<file path="config.mk">
export PLATFORM = sky130hd
export DESIGN_NAME = flc_loop_config
export DESIGN_NICKNAME = d
export VERILOG_FILES = /design/src/logic/flc_pkg.sv /design/src/logic/flc_loop_config.sv
export VERILOG_INCLUDE_DIRS = /design/src /design/src/logic
export SDC_FILE = /design/constraint.sdc
export NUM_CORES = 1
export LEC_CHECK = 0
export BUFFER_PORTS_ARGS = -buffer_cell sky130_fd_sc_hd__buf_4
export CAP_MARGIN = 20
export CORE_UTILIZATION = 49
export DETAILED_ROUTE_END_ITERATION = 12
export PLACE_DENSITY = 0.8
export SETUP_SLACK_MARGIN = 0.5
export SLEW_MARGIN = 10
export SYNTH_ARGS = -nofsm -noshare
export SYNTH_HDL_FRONTEND = slang
export SYNTH_SLANG_ARGS = --single-unit
</file>
<file path="constraint.sdc">
create_clock -name ref_clk -period 1.93 [get_ports ref_clk]
set_input_delay 0.386 -clock ref_clk [delete_from_list [all_inputs] [get_ports ref_clk]]
set_output_delay 0.386 -clock ref_clk [all_outputs]
set_load 0.01 [all_outputs]
</file>
<file path="src/logic/flc_params.svh">
`ifndef FLC_PARAMS_SVH
`define FLC_PARAMS_SVH
`define FLC_ADDR_ENA_DIV 8'h2a
`define FLC_ADDR_RATIO_INT 8'h2b
`define FLC_ADDR_FRACTION 8'h2c
`define FLC_ADDR_REFERENCE 8'h2d
`define FLC_RST_ENA_DIV 16'h0200
`define FLC_RST_RATIO_INT 16'h7086
`define FLC_RST_FRACTION 16'hc226
`define FLC_RST_REFERENCE 16'h0000
`define FLC_MASK_ENA_DIV 16'hc7f7
`define FLC_MASK_RATIO_INT 16'hfbff
`define FLC_MASK_FRACTION 16'hffff
`define FLC_MASK_REFERENCE 16'h00a3
`define FLC_BIT_DIG_ENA 15
`define FLC_BIT_ANA_ENA 14
`define FLC_OUTDIV_HI 10
`define FLC_OUTDIV_LO 8
`define FLC_GAIN_HI 7
`define FLC_GAIN_LO 4
`define FLC_RATE_HI 2
`define FLC_RATE_LO 0
`define FLC_RATIO_HI 15
`define FLC_RATIO_LO 11
`define FLC_INT_HI 9
`define FLC_INT_LO 0
`define FLC_BIT_LOW_REF 7
`define FLC_BIT_FRAC 5
`define FLC_SRC_HI 1
`define FLC_SRC_LO 0
`define FLC_OUTDIV_MAX 3'h4
`define FLC_GAIN_MAX 4'h8
`define FLC_RATE_MAX 3'h5
`endif

</file>
<file path="src/logic/flc_pkg.sv">
package flc_pkg;
	typedef struct packed {
		logic wr;
		logic rd;
		logic [7:0] addr;
		logic [15:0] wdata;
	} flc_reg_req_t;
	typedef enum logic [1:0] {
		FLC_SRC_MCLK,
		FLC_SRC_DAC_FRAME,
		FLC_SRC_ADC_FRAME,
		FLC_SRC_32K
	} flc_ref_src_t;
	typedef struct packed {
		logic mclk_pin;
		logic dac_frame_clock;
		logic adc_frame_clock;
		logic crystal_32k_reference;
	} flc_ref_pins_t;
endpackage

</file>
<file path="src/logic/flc_loop_config.sv">
// Functional notes
// - Bit 15 of first register enables loop digital section, 1 enables.
// - Bit 14 of first register enables loop analogue oscillator, 1 enables.
// - Bits 10:8 divide oscillator by 2,4,8,16,32; codes 101-111 reserved.
// - Bits 7:4 set loop gain x1 to x256 in powers of two.
// - Bits 2:0 clock control block at oscillator divided by 1 to 32.
// - Bits 15:11 of second register divide oscillator; valid 1 to 31, default 14.
// - Bits 9:0 of second register hold integer multiplier, default 086h.
// - Fractional multiplier, default c226h, used only in fractional mode.
// - Bit 7 selects high (0) or low (1) frequency reference locking.
// - Bit 5 selects integer (0) or fractional (1) mode.
// - Bits 1:0 pick reference: master clock, DAC frame, ADC frame, 32k.
// - System clock source select routes master clock (0) or loop output (1).
`timescale 1ns/1ns
`default_nettype none
`include "flc_params.svh"
module flc_loop_config #(
	parameter int DATA_W = 16
) (
	input wire logic ref_clk,
	input wire logic rst,
	input wire flc_pkg::flc_reg_req_t reg_req,
	output logic [15:0] reg_rdata_r,
	output logic reg_rvalid_r,
	input wire flc_pkg::flc_ref_pins_t ref_pins,
	input wire logic oscillator_clock,
	input wire logic codec_system_clock_source_select,
	output logic loop_digital_enable_r,
	output logic loop_analog_enable_r,
	output logic low_ref_lock_select_r,
	output logic loop_ref_clock_r,
	output logic loop_clock_r,
	output logic codec_system_clock_r,
	output logic ctrl_tick_r,
	output logic prescale_tick_r,
	output logic [8:0] gain_mult_r,
	output logic [9:0] integer_multiplier_r,
	output logic [15:0] fractional_multiplier_r
);
	import flc_pkg::*;

	if (DATA_W != 16) begin : g_bad_width
		$error("flc_loop_config supports only 16-bit registers");
	end

	logic [15:0] ctl1_r, ctl1_nxt, ctl2_r, ctl2_nxt, ctl3_r, ctl3_nxt, ctl4_r, ctl4_nxt;
	logic [15:0] rdata_nxt;
	logic rvalid_nxt;

	// Register file
	always_comb begin
		ctl1_nxt = ctl1_r;
		ctl2_nxt = ctl2_r;
		ctl3_nxt = ctl3_r;
		ctl4_nxt = ctl4_r;
		rdata_nxt = reg_rdata_r;
		rvalid_nxt = reg_req.rd;
		if (reg_req.wr) begin
			unique case (reg_req.addr)
				`FLC_ADDR_ENA_DIV: ctl1_nxt = reg_req.wdata & `FLC_MASK_ENA_DIV;
				`FLC_ADDR_RATIO_INT: ctl2_nxt = reg_req.wdata & `FLC_MASK_RATIO_INT;
				`FLC_ADDR_FRACTION: ctl3_nxt = reg_req.wdata & `FLC_MASK_FRACTION;
				`FLC_ADDR_REFERENCE: ctl4_nxt = reg_req.wdata & `FLC_MASK_REFERENCE;
				default: ;
			endcase
		end
		if (reg_req.rd) begin
			unique case (reg_req.addr)
				`FLC_ADDR_ENA_DIV: rdata_nxt = ctl1_r;
				`FLC_ADDR_RATIO_INT: rdata_nxt = ctl2_r;
				`FLC_ADDR_FRACTION: rdata_nxt = ctl3_r;
				`FLC_ADDR_REFERENCE: rdata_nxt = ctl4_r;
				default: rdata_nxt = 16'h0000;
			endcase
		end
	end

	always_ff @(posedge ref_clk) begin
		if (rst) begin
			ctl1_r <= `FLC_RST_ENA_DIV;
			ctl2_r <= `FLC_RST_RATIO_INT;
			ctl3_r <= `FLC_RST_FRACTION;
			ctl4_r <= `FLC_RST_REFERENCE;
			reg_rdata_r <= 16'h0000;
			reg_rvalid_r <= 1'b0;
		end else begin
			ctl1_r <= ctl1_nxt;
			ctl2_r <= ctl2_nxt;
			ctl3_r <= ctl3_nxt;
			ctl4_r <= ctl4_nxt;
			reg_rdata_r <= rdata_nxt;
			reg_rvalid_r <= rvalid_nxt;
		end
	end

	// Field decode
	logic dig_ena, ana_ena, frac_mode, run;
	logic [2:0] outdiv, rate;
	logic [3:0] gain;
	logic [4:0] ratio;
	flc_ref_src_t src;
	assign dig_ena = ctl1_r[`FLC_BIT_DIG_ENA];
	assign ana_ena = ctl1_r[`FLC_BIT_ANA_ENA];
	assign outdiv = ctl1_r[`FLC_OUTDIV_HI:`FLC_OUTDIV_LO];
	assign gain = ctl1_r[`FLC_GAIN_HI:`FLC_GAIN_LO];
	assign rate = ctl1_r[`FLC_RATE_HI:`FLC_RATE_LO];
	assign ratio = ctl2_r[`FLC_RATIO_HI:`FLC_RATIO_LO];
	assign frac_mode = ctl4_r[`FLC_BIT_FRAC];
	assign src = flc_ref_src_t'(ctl4_r[`FLC_SRC_HI:`FLC_SRC_LO]);
	// Digital logic only counts when the oscillator is running too; this also covers a misordered enable
	assign run = dig_ena && ana_ena && oscillator_clock;

	// Clock generation state
	logic [4:0] osc_cnt_r, osc_cnt_nxt, pre_cnt_r, pre_cnt_nxt;
	logic [4:0] half_mask, rate_mask;
	logic loop_clock_nxt, ctrl_tick_nxt, prescale_tick_nxt, ref_nxt, sys_nxt;
	logic [8:0] gain_nxt;
	logic [15:0] frac_nxt;

	always_comb begin
		half_mask = (5'h01 << outdiv) - 5'h01;
		rate_mask = (rate > `FLC_RATE_MAX) ? 5'h1f : (5'h01 << rate) - 5'h01;
		osc_cnt_nxt = osc_cnt_r;
		pre_cnt_nxt = pre_cnt_r;
		loop_clock_nxt = loop_clock_r;
		ctrl_tick_nxt = 1'b0;
		prescale_tick_nxt = 1'b0;
		if (!dig_ena) begin
			osc_cnt_nxt = 5'h00;
			pre_cnt_nxt = 5'h00;
			loop_clock_nxt = 1'b0;
		end else if (run) begin
			osc_cnt_nxt = osc_cnt_r + 5'h01;
			// Reserved divider codes hold the output still rather than guess a ratio
			if (outdiv <= `FLC_OUTDIV_MAX && (osc_cnt_r & half_mask) == half_mask) begin
				loop_clock_nxt = !loop_clock_r;
			end
			ctrl_tick_nxt = (osc_cnt_r & rate_mask) == rate_mask;
			// Ratio zero is invalid: no prescaled pulse at all
			if (ratio != 5'h00) begin
				if (pre_cnt_r + 5'h01 >= ratio) begin
					pre_cnt_nxt = 5'h00;
					prescale_tick_nxt = 1'b1;
				end else begin
					pre_cnt_nxt = pre_cnt_r + 5'h01;
				end
			end
		end
		// Codes above x256 saturate
		gain_nxt = (gain > `FLC_GAIN_MAX) ? 9'h100 : 9'h001 << gain;
		frac_nxt = frac_mode ? ctl3_r : 16'h0000;
		unique case (src)
			FLC_SRC_MCLK: ref_nxt = ref_pins.mclk_pin;
			FLC_SRC_DAC_FRAME: ref_nxt = ref_pins.dac_frame_clock;
			FLC_SRC_ADC_FRAME: ref_nxt = ref_pins.adc_frame_clock;
			FLC_SRC_32K: ref_nxt = ref_pins.crystal_32k_reference;
		endcase
		sys_nxt = codec_system_clock_source_select ? loop_clock_r : ref_pins.mclk_pin;
	end

	always_ff @(posedge ref_clk) begin
		if (rst) begin
			osc_cnt_r <= 5'h00;
			pre_cnt_r <= 5'h00;
			loop_clock_r <= 1'b0;
			ctrl_tick_r <= 1'b0;
			prescale_tick_r <= 1'b0;
			gain_mult_r <= 9'h001;
			fractional_multiplier_r <= 16'h0000;
			integer_multiplier_r <= 10'(`FLC_RST_RATIO_INT);
			loop_ref_clock_r <= 1'b0;
			codec_system_clock_r <= 1'b0;
			loop_digital_enable_r <= 1'b0;
			loop_analog_enable_r <= 1'b0;
			low_ref_lock_select_r <= 1'b0;
		end else begin
			osc_cnt_r <= osc_cnt_nxt;
			pre_cnt_r <= pre_cnt_nxt;
			loop_clock_r <= loop_clock_nxt;
			ctrl_tick_r <= ctrl_tick_nxt;
			prescale_tick_r <= prescale_tick_nxt;
			gain_mult_r <= gain_nxt;
			fractional_multiplier_r <= frac_nxt;
			integer_multiplier_r <= ctl2_r[`FLC_INT_HI:`FLC_INT_LO];
			loop_ref_clock_r <= ref_nxt;
			codec_system_clock_r <= sys_nxt;
			loop_digital_enable_r <= dig_ena;
			loop_analog_enable_r <= ana_ena;
			low_ref_lock_select_r <= ctl4_r[`FLC_BIT_LOW_REF];
		end
	end

	a_digital_follows_bit: assert property (@(posedge ref_clk) disable iff (rst)
		loop_digital_enable_r == $past(ctl1_r[`FLC_BIT_DIG_ENA])) else $error("digital enable mismatch");
	a_analog_follows_write: assert property (@(posedge ref_clk) disable iff (rst)
		reg_req.wr && reg_req.addr == `FLC_ADDR_ENA_DIV |=> ##1 loop_analog_enable_r == $past(reg_req.wdata[14], 2))
		else $error("analog enable mismatch");
	a_clock_idle_off: assert property (@(posedge ref_clk) disable iff (rst)
		!dig_ena |=> !loop_clock_r && !ctrl_tick_r && !prescale_tick_r) else $error("clock runs while disabled");
	a_div2_toggles: assert property (@(posedge ref_clk) disable iff (rst)
		dig_ena && ana_ena && oscillator_clock && outdiv == 3'h0 |=> loop_clock_r != $past(loop_clock_r))
		else $error("divide by 2 not toggling");
	a_reserved_div_holds: assert property (@(posedge ref_clk) disable iff (rst)
		dig_ena && outdiv > `FLC_OUTDIV_MAX |=> $stable(loop_clock_r)) else $error("reserved divider moved");
	a_gain_power: assert property (@(posedge ref_clk) disable iff (rst)
		gain <= `FLC_GAIN_MAX |=> gain_mult_r == (9'h001 << $past(gain))) else $error("gain wrong");
	a_rate_one_tick: assert property (@(posedge ref_clk) disable iff (rst)
		run && rate == 3'h0 |=> ctrl_tick_r) else $error("rate 1 missed a tick");
	a_ratio_one_tick: assert property (@(posedge ref_clk) disable iff (rst)
		run && ratio == 5'h01 |=> prescale_tick_r) else $error("ratio 1 missed a tick");
	a_fraction_gated: assert property (@(posedge ref_clk) disable iff (rst)
		!frac_mode |=> fractional_multiplier_r == 16'h0000) else $error("fraction used in integer mode");
	a_codec_system_clock_route: assert property (@(posedge ref_clk) disable iff (rst)
		codec_system_clock_source_select |=> codec_system_clock_r == $past(loop_clock_r)) else $error("system clock route wrong");
	a_ref_select: assert property (@(posedge ref_clk) disable iff (rst)
		src == FLC_SRC_32K |=> loop_ref_clock_r == $past(ref_pins.crystal_32k_reference)) else $error("reference mux");
	a_readback_write: assert property (@(posedge ref_clk) disable iff (rst)
		reg_req.wr && reg_req.addr == `FLC_ADDR_FRACTION ##1 reg_req.rd && reg_req.addr == `FLC_ADDR_FRACTION
		|=> reg_rvalid_r && reg_rdata_r == $past(reg_req.wdata, 2)) else $error("readback mismatch");

	c_loop_running: cover property (@(posedge ref_clk) disable iff (rst) run ##1 ctrl_tick_r);
	c_frac_mode: cover property (@(posedge ref_clk) disable iff (rst) frac_mode && dig_ena);
	c_codec_system_clock_loop: cover property (@(posedge ref_clk) disable iff (rst) codec_system_clock_source_select && loop_clock_r);
	c_prescale: cover property (@(posedge ref_clk) disable iff (rst) prescale_tick_r);
endmodule
`default_nettype wire

</file>
# Word level (Yosys, flattened, before mapping)
# Cells that the tools add are included.
dict set report word_totals {
  ff_bits 117
  input_bits 34
  out_inout_bits 60
  elab_cells 70
}
dict set report op_classes {
  shift 3
  n_addsub 4
  n_eq_ne 9
  order_cmp 4
  reduce_logical 17
  n_mux 7
  bitwise 6
}
# cell count
set op_table {}
lappend op_table {{one-hot mux 16 bit (4 select lines)} 1}
lappend op_table {{equality test 8 x 6 -> 1 bit (second input constant)} 4}
lappend op_table {{AND reduction 2 bit} 6}
lappend op_table {{adder 5 x 1 -> 5 bit (second input constant)} 2}
lappend op_table {{AND 5 bit} 2}
lappend op_table {{equality test 5 bit} 2}
lappend op_table {{two-way mux 5 bit} 2}
lappend op_table {{<< shifter 1 x 3 -> 5 bit (first input constant)} 2}
lappend op_table {{subtractor 5 x 1 -> 5 bit (second input constant)} 2}
lappend op_table {{two-way mux 9 bit} 1}
lappend op_table {{<< shifter 1 x 4 -> 9 bit (first input constant)} 1}
lappend op_table {{OR reduction 2 bit} 3}
lappend op_table {{>= comparator 5 bit} 1}
lappend op_table {{nonzero test 5 bit} 1}
lappend op_table {{equality test 2 bit (second input constant)} 2}
lappend op_table {{> comparator 4 bit (second input constant)} 1}
lappend op_table {{NOT 1 bit} 4}
lappend op_table {{one-hot mux 1 bit (4 select lines)} 1}
lappend op_table {{OR reduction 4 bit} 1}
lappend op_table {{> comparator 3 bit (second input constant)} 1}
lappend op_table {{less-or-equal comparator 3 bit (second input constant)} 1}
lappend op_table {{logical AND 1 bit} 3}
lappend op_table {{OR reduction 3 bit} 1}
lappend op_table {{equality test 2 x 1 -> 1 bit (second input constant)} 1}
lappend op_table {{other kinds (3)} 4}

# Depth between registers and ports, before layout
dict set report logic_depth {
  ltp_word 6
  mapped_depth 8
  depth_no_buf 8
}

# Worst setup path before layout
# OpenSTA, ideal clock, no wires.
dict set report synth_timing {
  path_type {reg-to-reg}
  start {reg pre_cnt_r[0]}
  end {reg pre_cnt_r[1]}
  path_slack_ps 50
  required_time_ps 1859
  t_arrival_ps 1810
  setup_ps 71
  stages_incl_launch_ff 9
  cell_sequence {dfxtp_1 ha_1 nand3_1 xnor2_1 ha_1 a21o_1 a31oi_1 nand3_1 a21oi_1}
}
dict set report synth_between {
  elab_chain_len 3
}
# element line_no
set synth_rtl {}
lappend synth_rtl {{start: declaration} flc_loop_config.sv:114} ;# logic [4:0] osc_cnt_r, osc_cnt_nxt, pre_cnt_r, pre_cnt_nxt;
lappend synth_rtl {{start signal: assignment} flc_loop_config.sv:178} ;# pre_cnt_r <= pre_cnt_nxt;
lappend synth_rtl {{adder 5 x 1 -> 5 bit (*)} {flc_loop_config.sv:141, flc_loop_config.sv:145}}
lappend synth_rtl {{>= comparator 5 bit} flc_loop_config.sv:141} ;# if (pre_cnt_r + 5'h01 >= ratio) begin
lappend synth_rtl {{two-way mux 5 bit (*)} flc_loop_config.sv:141}
# Every way passes the cells marked *; elsewhere a longest branch is shown, timed or not.
# A chain may end at the register's enable or synchronous reset.

# Worst setup path in the final report
dict set report layout_timing {
  start {reg pre_cnt_r[1]}
  end {reg pre_cnt_r[1]}
}
# The elaborated chain is that of the path after synthesis.

==> impl_metrics.tcl <==
set metrics [dict create \
    hold-path-endpoint "ctl2_r[12]$_SDFFE_PP1P_" \
    clockBufferDepth 2 \
    p_leak_nw 2.73 \
    grt_pass1_vias 4169 \
    min_from "reg_req[12]" \
    cts_buffers 17 \
    grt.total_usage 0.271 \
    finalWeightedCongestion 0.890 \
    hold_class "input pin to flop" \
    core_sq_um 8760 \
    p_int_w 0.00424 \
    routed_wl_microns 13000 \
    slew_violations 0 \
    p_per_area_nw_per_um2 866 \
    grt_start_max_net_pins 28 \
    yosysSeqAreaShare 0.527 \
    max_freq_mhz 543 \
    final_area_sq_um 6260 \
    multi_input_area_sq_um 2190 \
    syn2layout_area_growth_pct 40.8 \
    die_y_microns 97.3 \
    drt_iter0_markers 277 \
    comb_power_share 0.037 \
    p_sw_frac 0.218 \
    setup_viol 0 \
    start_util 0.507 \
    period_share 0.955 \
    dieArea_sq_um 9460 \
    yosysTopAreaCell "dfxtp_1" \
    end_kind "flop" \
    synth_cell_types 47 \
    synth_ff_type "dfxtp_1" \
    via_per_inst 5.74 \
    drv_cap 0 \
    nets 660 \
    fin_setup_tns_ns 0 \
    port_buffers 93 \
    floorplan.rows 34 \
    synth_edf_count 0 \
    reg2reg_slack_ns 0.09 \
    power_frac_seq 0.446 \
    clk_latency_ns 0.53 \
    crit_type "flop to flop" \
    cts_root_buf "clkbuf_8" \
    clock-sinks 117 \
    fin_crit_ns 1.84 \
    final_util 0.714 \
    rsz0062_at_grt "yes" \
    ys_warn_count 0 \
    dr.pass1.iters 5 \
    nFillCells 625 \
    clockPowerShare 0.517 \
    grt_antenna_before_repair 0 \
    wl_per_cell_microns 17.7 \
    die_width_microns 97.3 \
    timing.rr.start "pre_cnt_r[1]$_SDFFE_PP0P_" \
    synth_area_sq_um 4450 \
    whs_path_depth 3 \
    ant_nets 0 \
    overflow 0 \
    ys_ff_latch 117 \
    power_w 0.00542 \
    regArea_sq_um 2360 \
    p_sw_w 0.00118 \
    finalClockSkew_ns 0.0112 \
    synth_area_per_cell_sq_um 9.07 \
    postSynthCellCount 490 \
    ys_async_sr_fraction 0 \
    ios 94 \
    crit_fanout 3 \
    cts_tree "done" \
    via_count 4238 \
    status "finished, final reports clean" \
    synth_top_area_frac 0.527 \
    drive_gt1_frac 0.332 \
    grt_first_pass_wirelength_microns 20200 \
    worst-r2r-cell-count 8 \
    drc_errors 0 \
    cp.arrival_ns 2.27 \
    hold_viol 0 \
    fin_hold_ws_ns 0.118 \
    clk_pin_slew_ns 0.06 \
    cts_max_level 4 \
    synth.area.top_cells "dfxtp_1 (53%), nand2_1 (7.9%), mux2i_1 (5.2%)" \
    critPathRequiredTime_ns 2.36 \
    irDropWorstVdd_mv 0.541 \
    diodes 0 \
    synth_nets 532 \
    dpl.hpwl_microns 8420 \
    slew_headroom 0.638 \
    place_area_sq_um 5400 \
    cp-start-kind "flop" \
    worst_pin_slew_ns 0.542 \
    rr_endpoint "pre_cnt_r[1]$_SDFFE_PP0P_" \
]
## cells in the mapped netlist (2+ instances only)
library cell	count
a21oi_1	33
a221oi_1	2
a22oi_1	12
a2bb2oi_1	4
a31oi_1	2
a32o_1	2
and2_1	18
and3_1	2
buf_2	4
clkbuf_1	16
dfxtp_1	117
ha_1	8
inv_1	11
mux2i_1	23
nand2_1	93
nand2b_1	2
nand3_1	17
nand4_1	2
nor2_1	46
nor2b_1	16
nor3_1	3
nor3_2	2
nor3b_1	2
o211ai_1	3
o21ai_0	12
o21ai_1	2
o22ai_1	4
o41ai_1	2
or2_2	4
or3_1	3
xnor2_1	4
xor2_1	4
## power groups by stage
stage                     Sequential [W]  Clock [W]  Combinational, W
after floorplan                  0.00248          0         0.0000750
after detailed placement         0.00248          0          0.000191
final                            0.00242    0.00280          0.000202
after CTS                        0.00242    0.00280          0.000193
after global placement           0.00248          0          0.000188
after global routing             0.00242    0.00293          0.000211
## layout make-up
class                   count  area share
inverters                  11     0.00660
clock inverters            11      0.0136
multi-input cells         340       0.350
flip-flops and latches    117       0.378
clock buffers              20      0.0712
well taps                 108      0.0216
repair buffers            131       0.160
## per-layer routing
layer | GRT usage | wire [microns] | vias to the layer above
met3 | 0.0640 | 876 | 43
met1 | 0.311 | 4970 | 2052
li1 | - | - | 1922
met4 | 0.157 | 458 | 0
met5 | 0 | 0 | -
met2 | 0.462 | 6740 | 221
## sequential cells by signal, indices dropped and copies added, names as in the netlist, 4 cells and up
name                     flops
reg_rdata_r                 16
ctl2_r                      15
fractional_multiplier_r     16
integer_multiplier_r        10
ctl3_r                      16
gain_mult_r                  9
ctl4_r                       4
ctl1_r                      12
osc_cnt_r                    5
pre_cnt_r                    5
## critical path: stages, from the launching register on
cell     delay [ns]
dfxtp_4        0.36
ha_4           0.17
nand3_4        0.10
xnor2_4        0.19
ha_4           0.23
a21o_1         0.18
a31oi_4        0.19
nand3_1        0.11
a21oi_1        0.21
## through the flow
stage / instances / setup slack (ns)
after detailed placement: 691 / -0.00317
after CTS: 733 / 0.192
after global placement: 691 / 0.0591
after global routing: 738 / 0.0275
after floorplan: 490 / 0.167
final: 738 / 0.0877
## logic make-up (layout without fill, tap and decap cells)
logic type	Yosys count	count (layout)	share of synthesized area
adder cells (fa/ha/maj)	8	8	0.0225
AND/OR/NAND/NOR	214	214	0.224
multiplexers	25	25	0.0594
AO/OA/AOI/OAI	85	85	0.121
buffers and inverters	33	173	0.0307
flip-flops	117	117	0.527
XOR/XNOR	8	8	0.0158
## worst max-delay path by stage
stage                               from                        end  slack (ns)  cells after the start
3_5_place_dp   pre_cnt_r[0]$_SDFFE_PP0P_  pre_cnt_r[1]$_SDFFE_PP0P_      -0.003                      8
3_3_place_gp   pre_cnt_r[0]$_SDFFE_PP0P_  pre_cnt_r[1]$_SDFFE_PP0P_        0.06                      8
4_1_cts        pre_cnt_r[1]$_SDFFE_PP0P_  pre_cnt_r[1]$_SDFFE_PP0P_        0.19                      8
5_1_grt        pre_cnt_r[1]$_SDFFE_PP0P_  pre_cnt_r[3]$_SDFFE_PP0P_        0.03                      9
6_report       pre_cnt_r[1]$_SDFFE_PP0P_  pre_cnt_r[1]$_SDFFE_PP0P_        0.09                      8
2_1_floorplan                reg_req[20]     ctl1_r[9]$_SDFFE_PP1P_        0.17                      7
## placed cells by master, fill, tap and decap left out, drive strengths merged, types with 12 or more instances in the layout
master and n:
buf 131, dfxtp 117, nand2 94, nor2 46
a21oi 33, mux2i 23, clkbuf 20, and2 18
nand3 17, nor2b 16, o21ai 14, a22oi 12
## timing repair
item,in CTS,in global routing
pin swaps,16,9
hold buffers,0,0
resized for setup,19,23
buffers inserted,11,5
setup endpoints to repair,8,21
No activity file was read; power rests on OpenSTA's default activity.
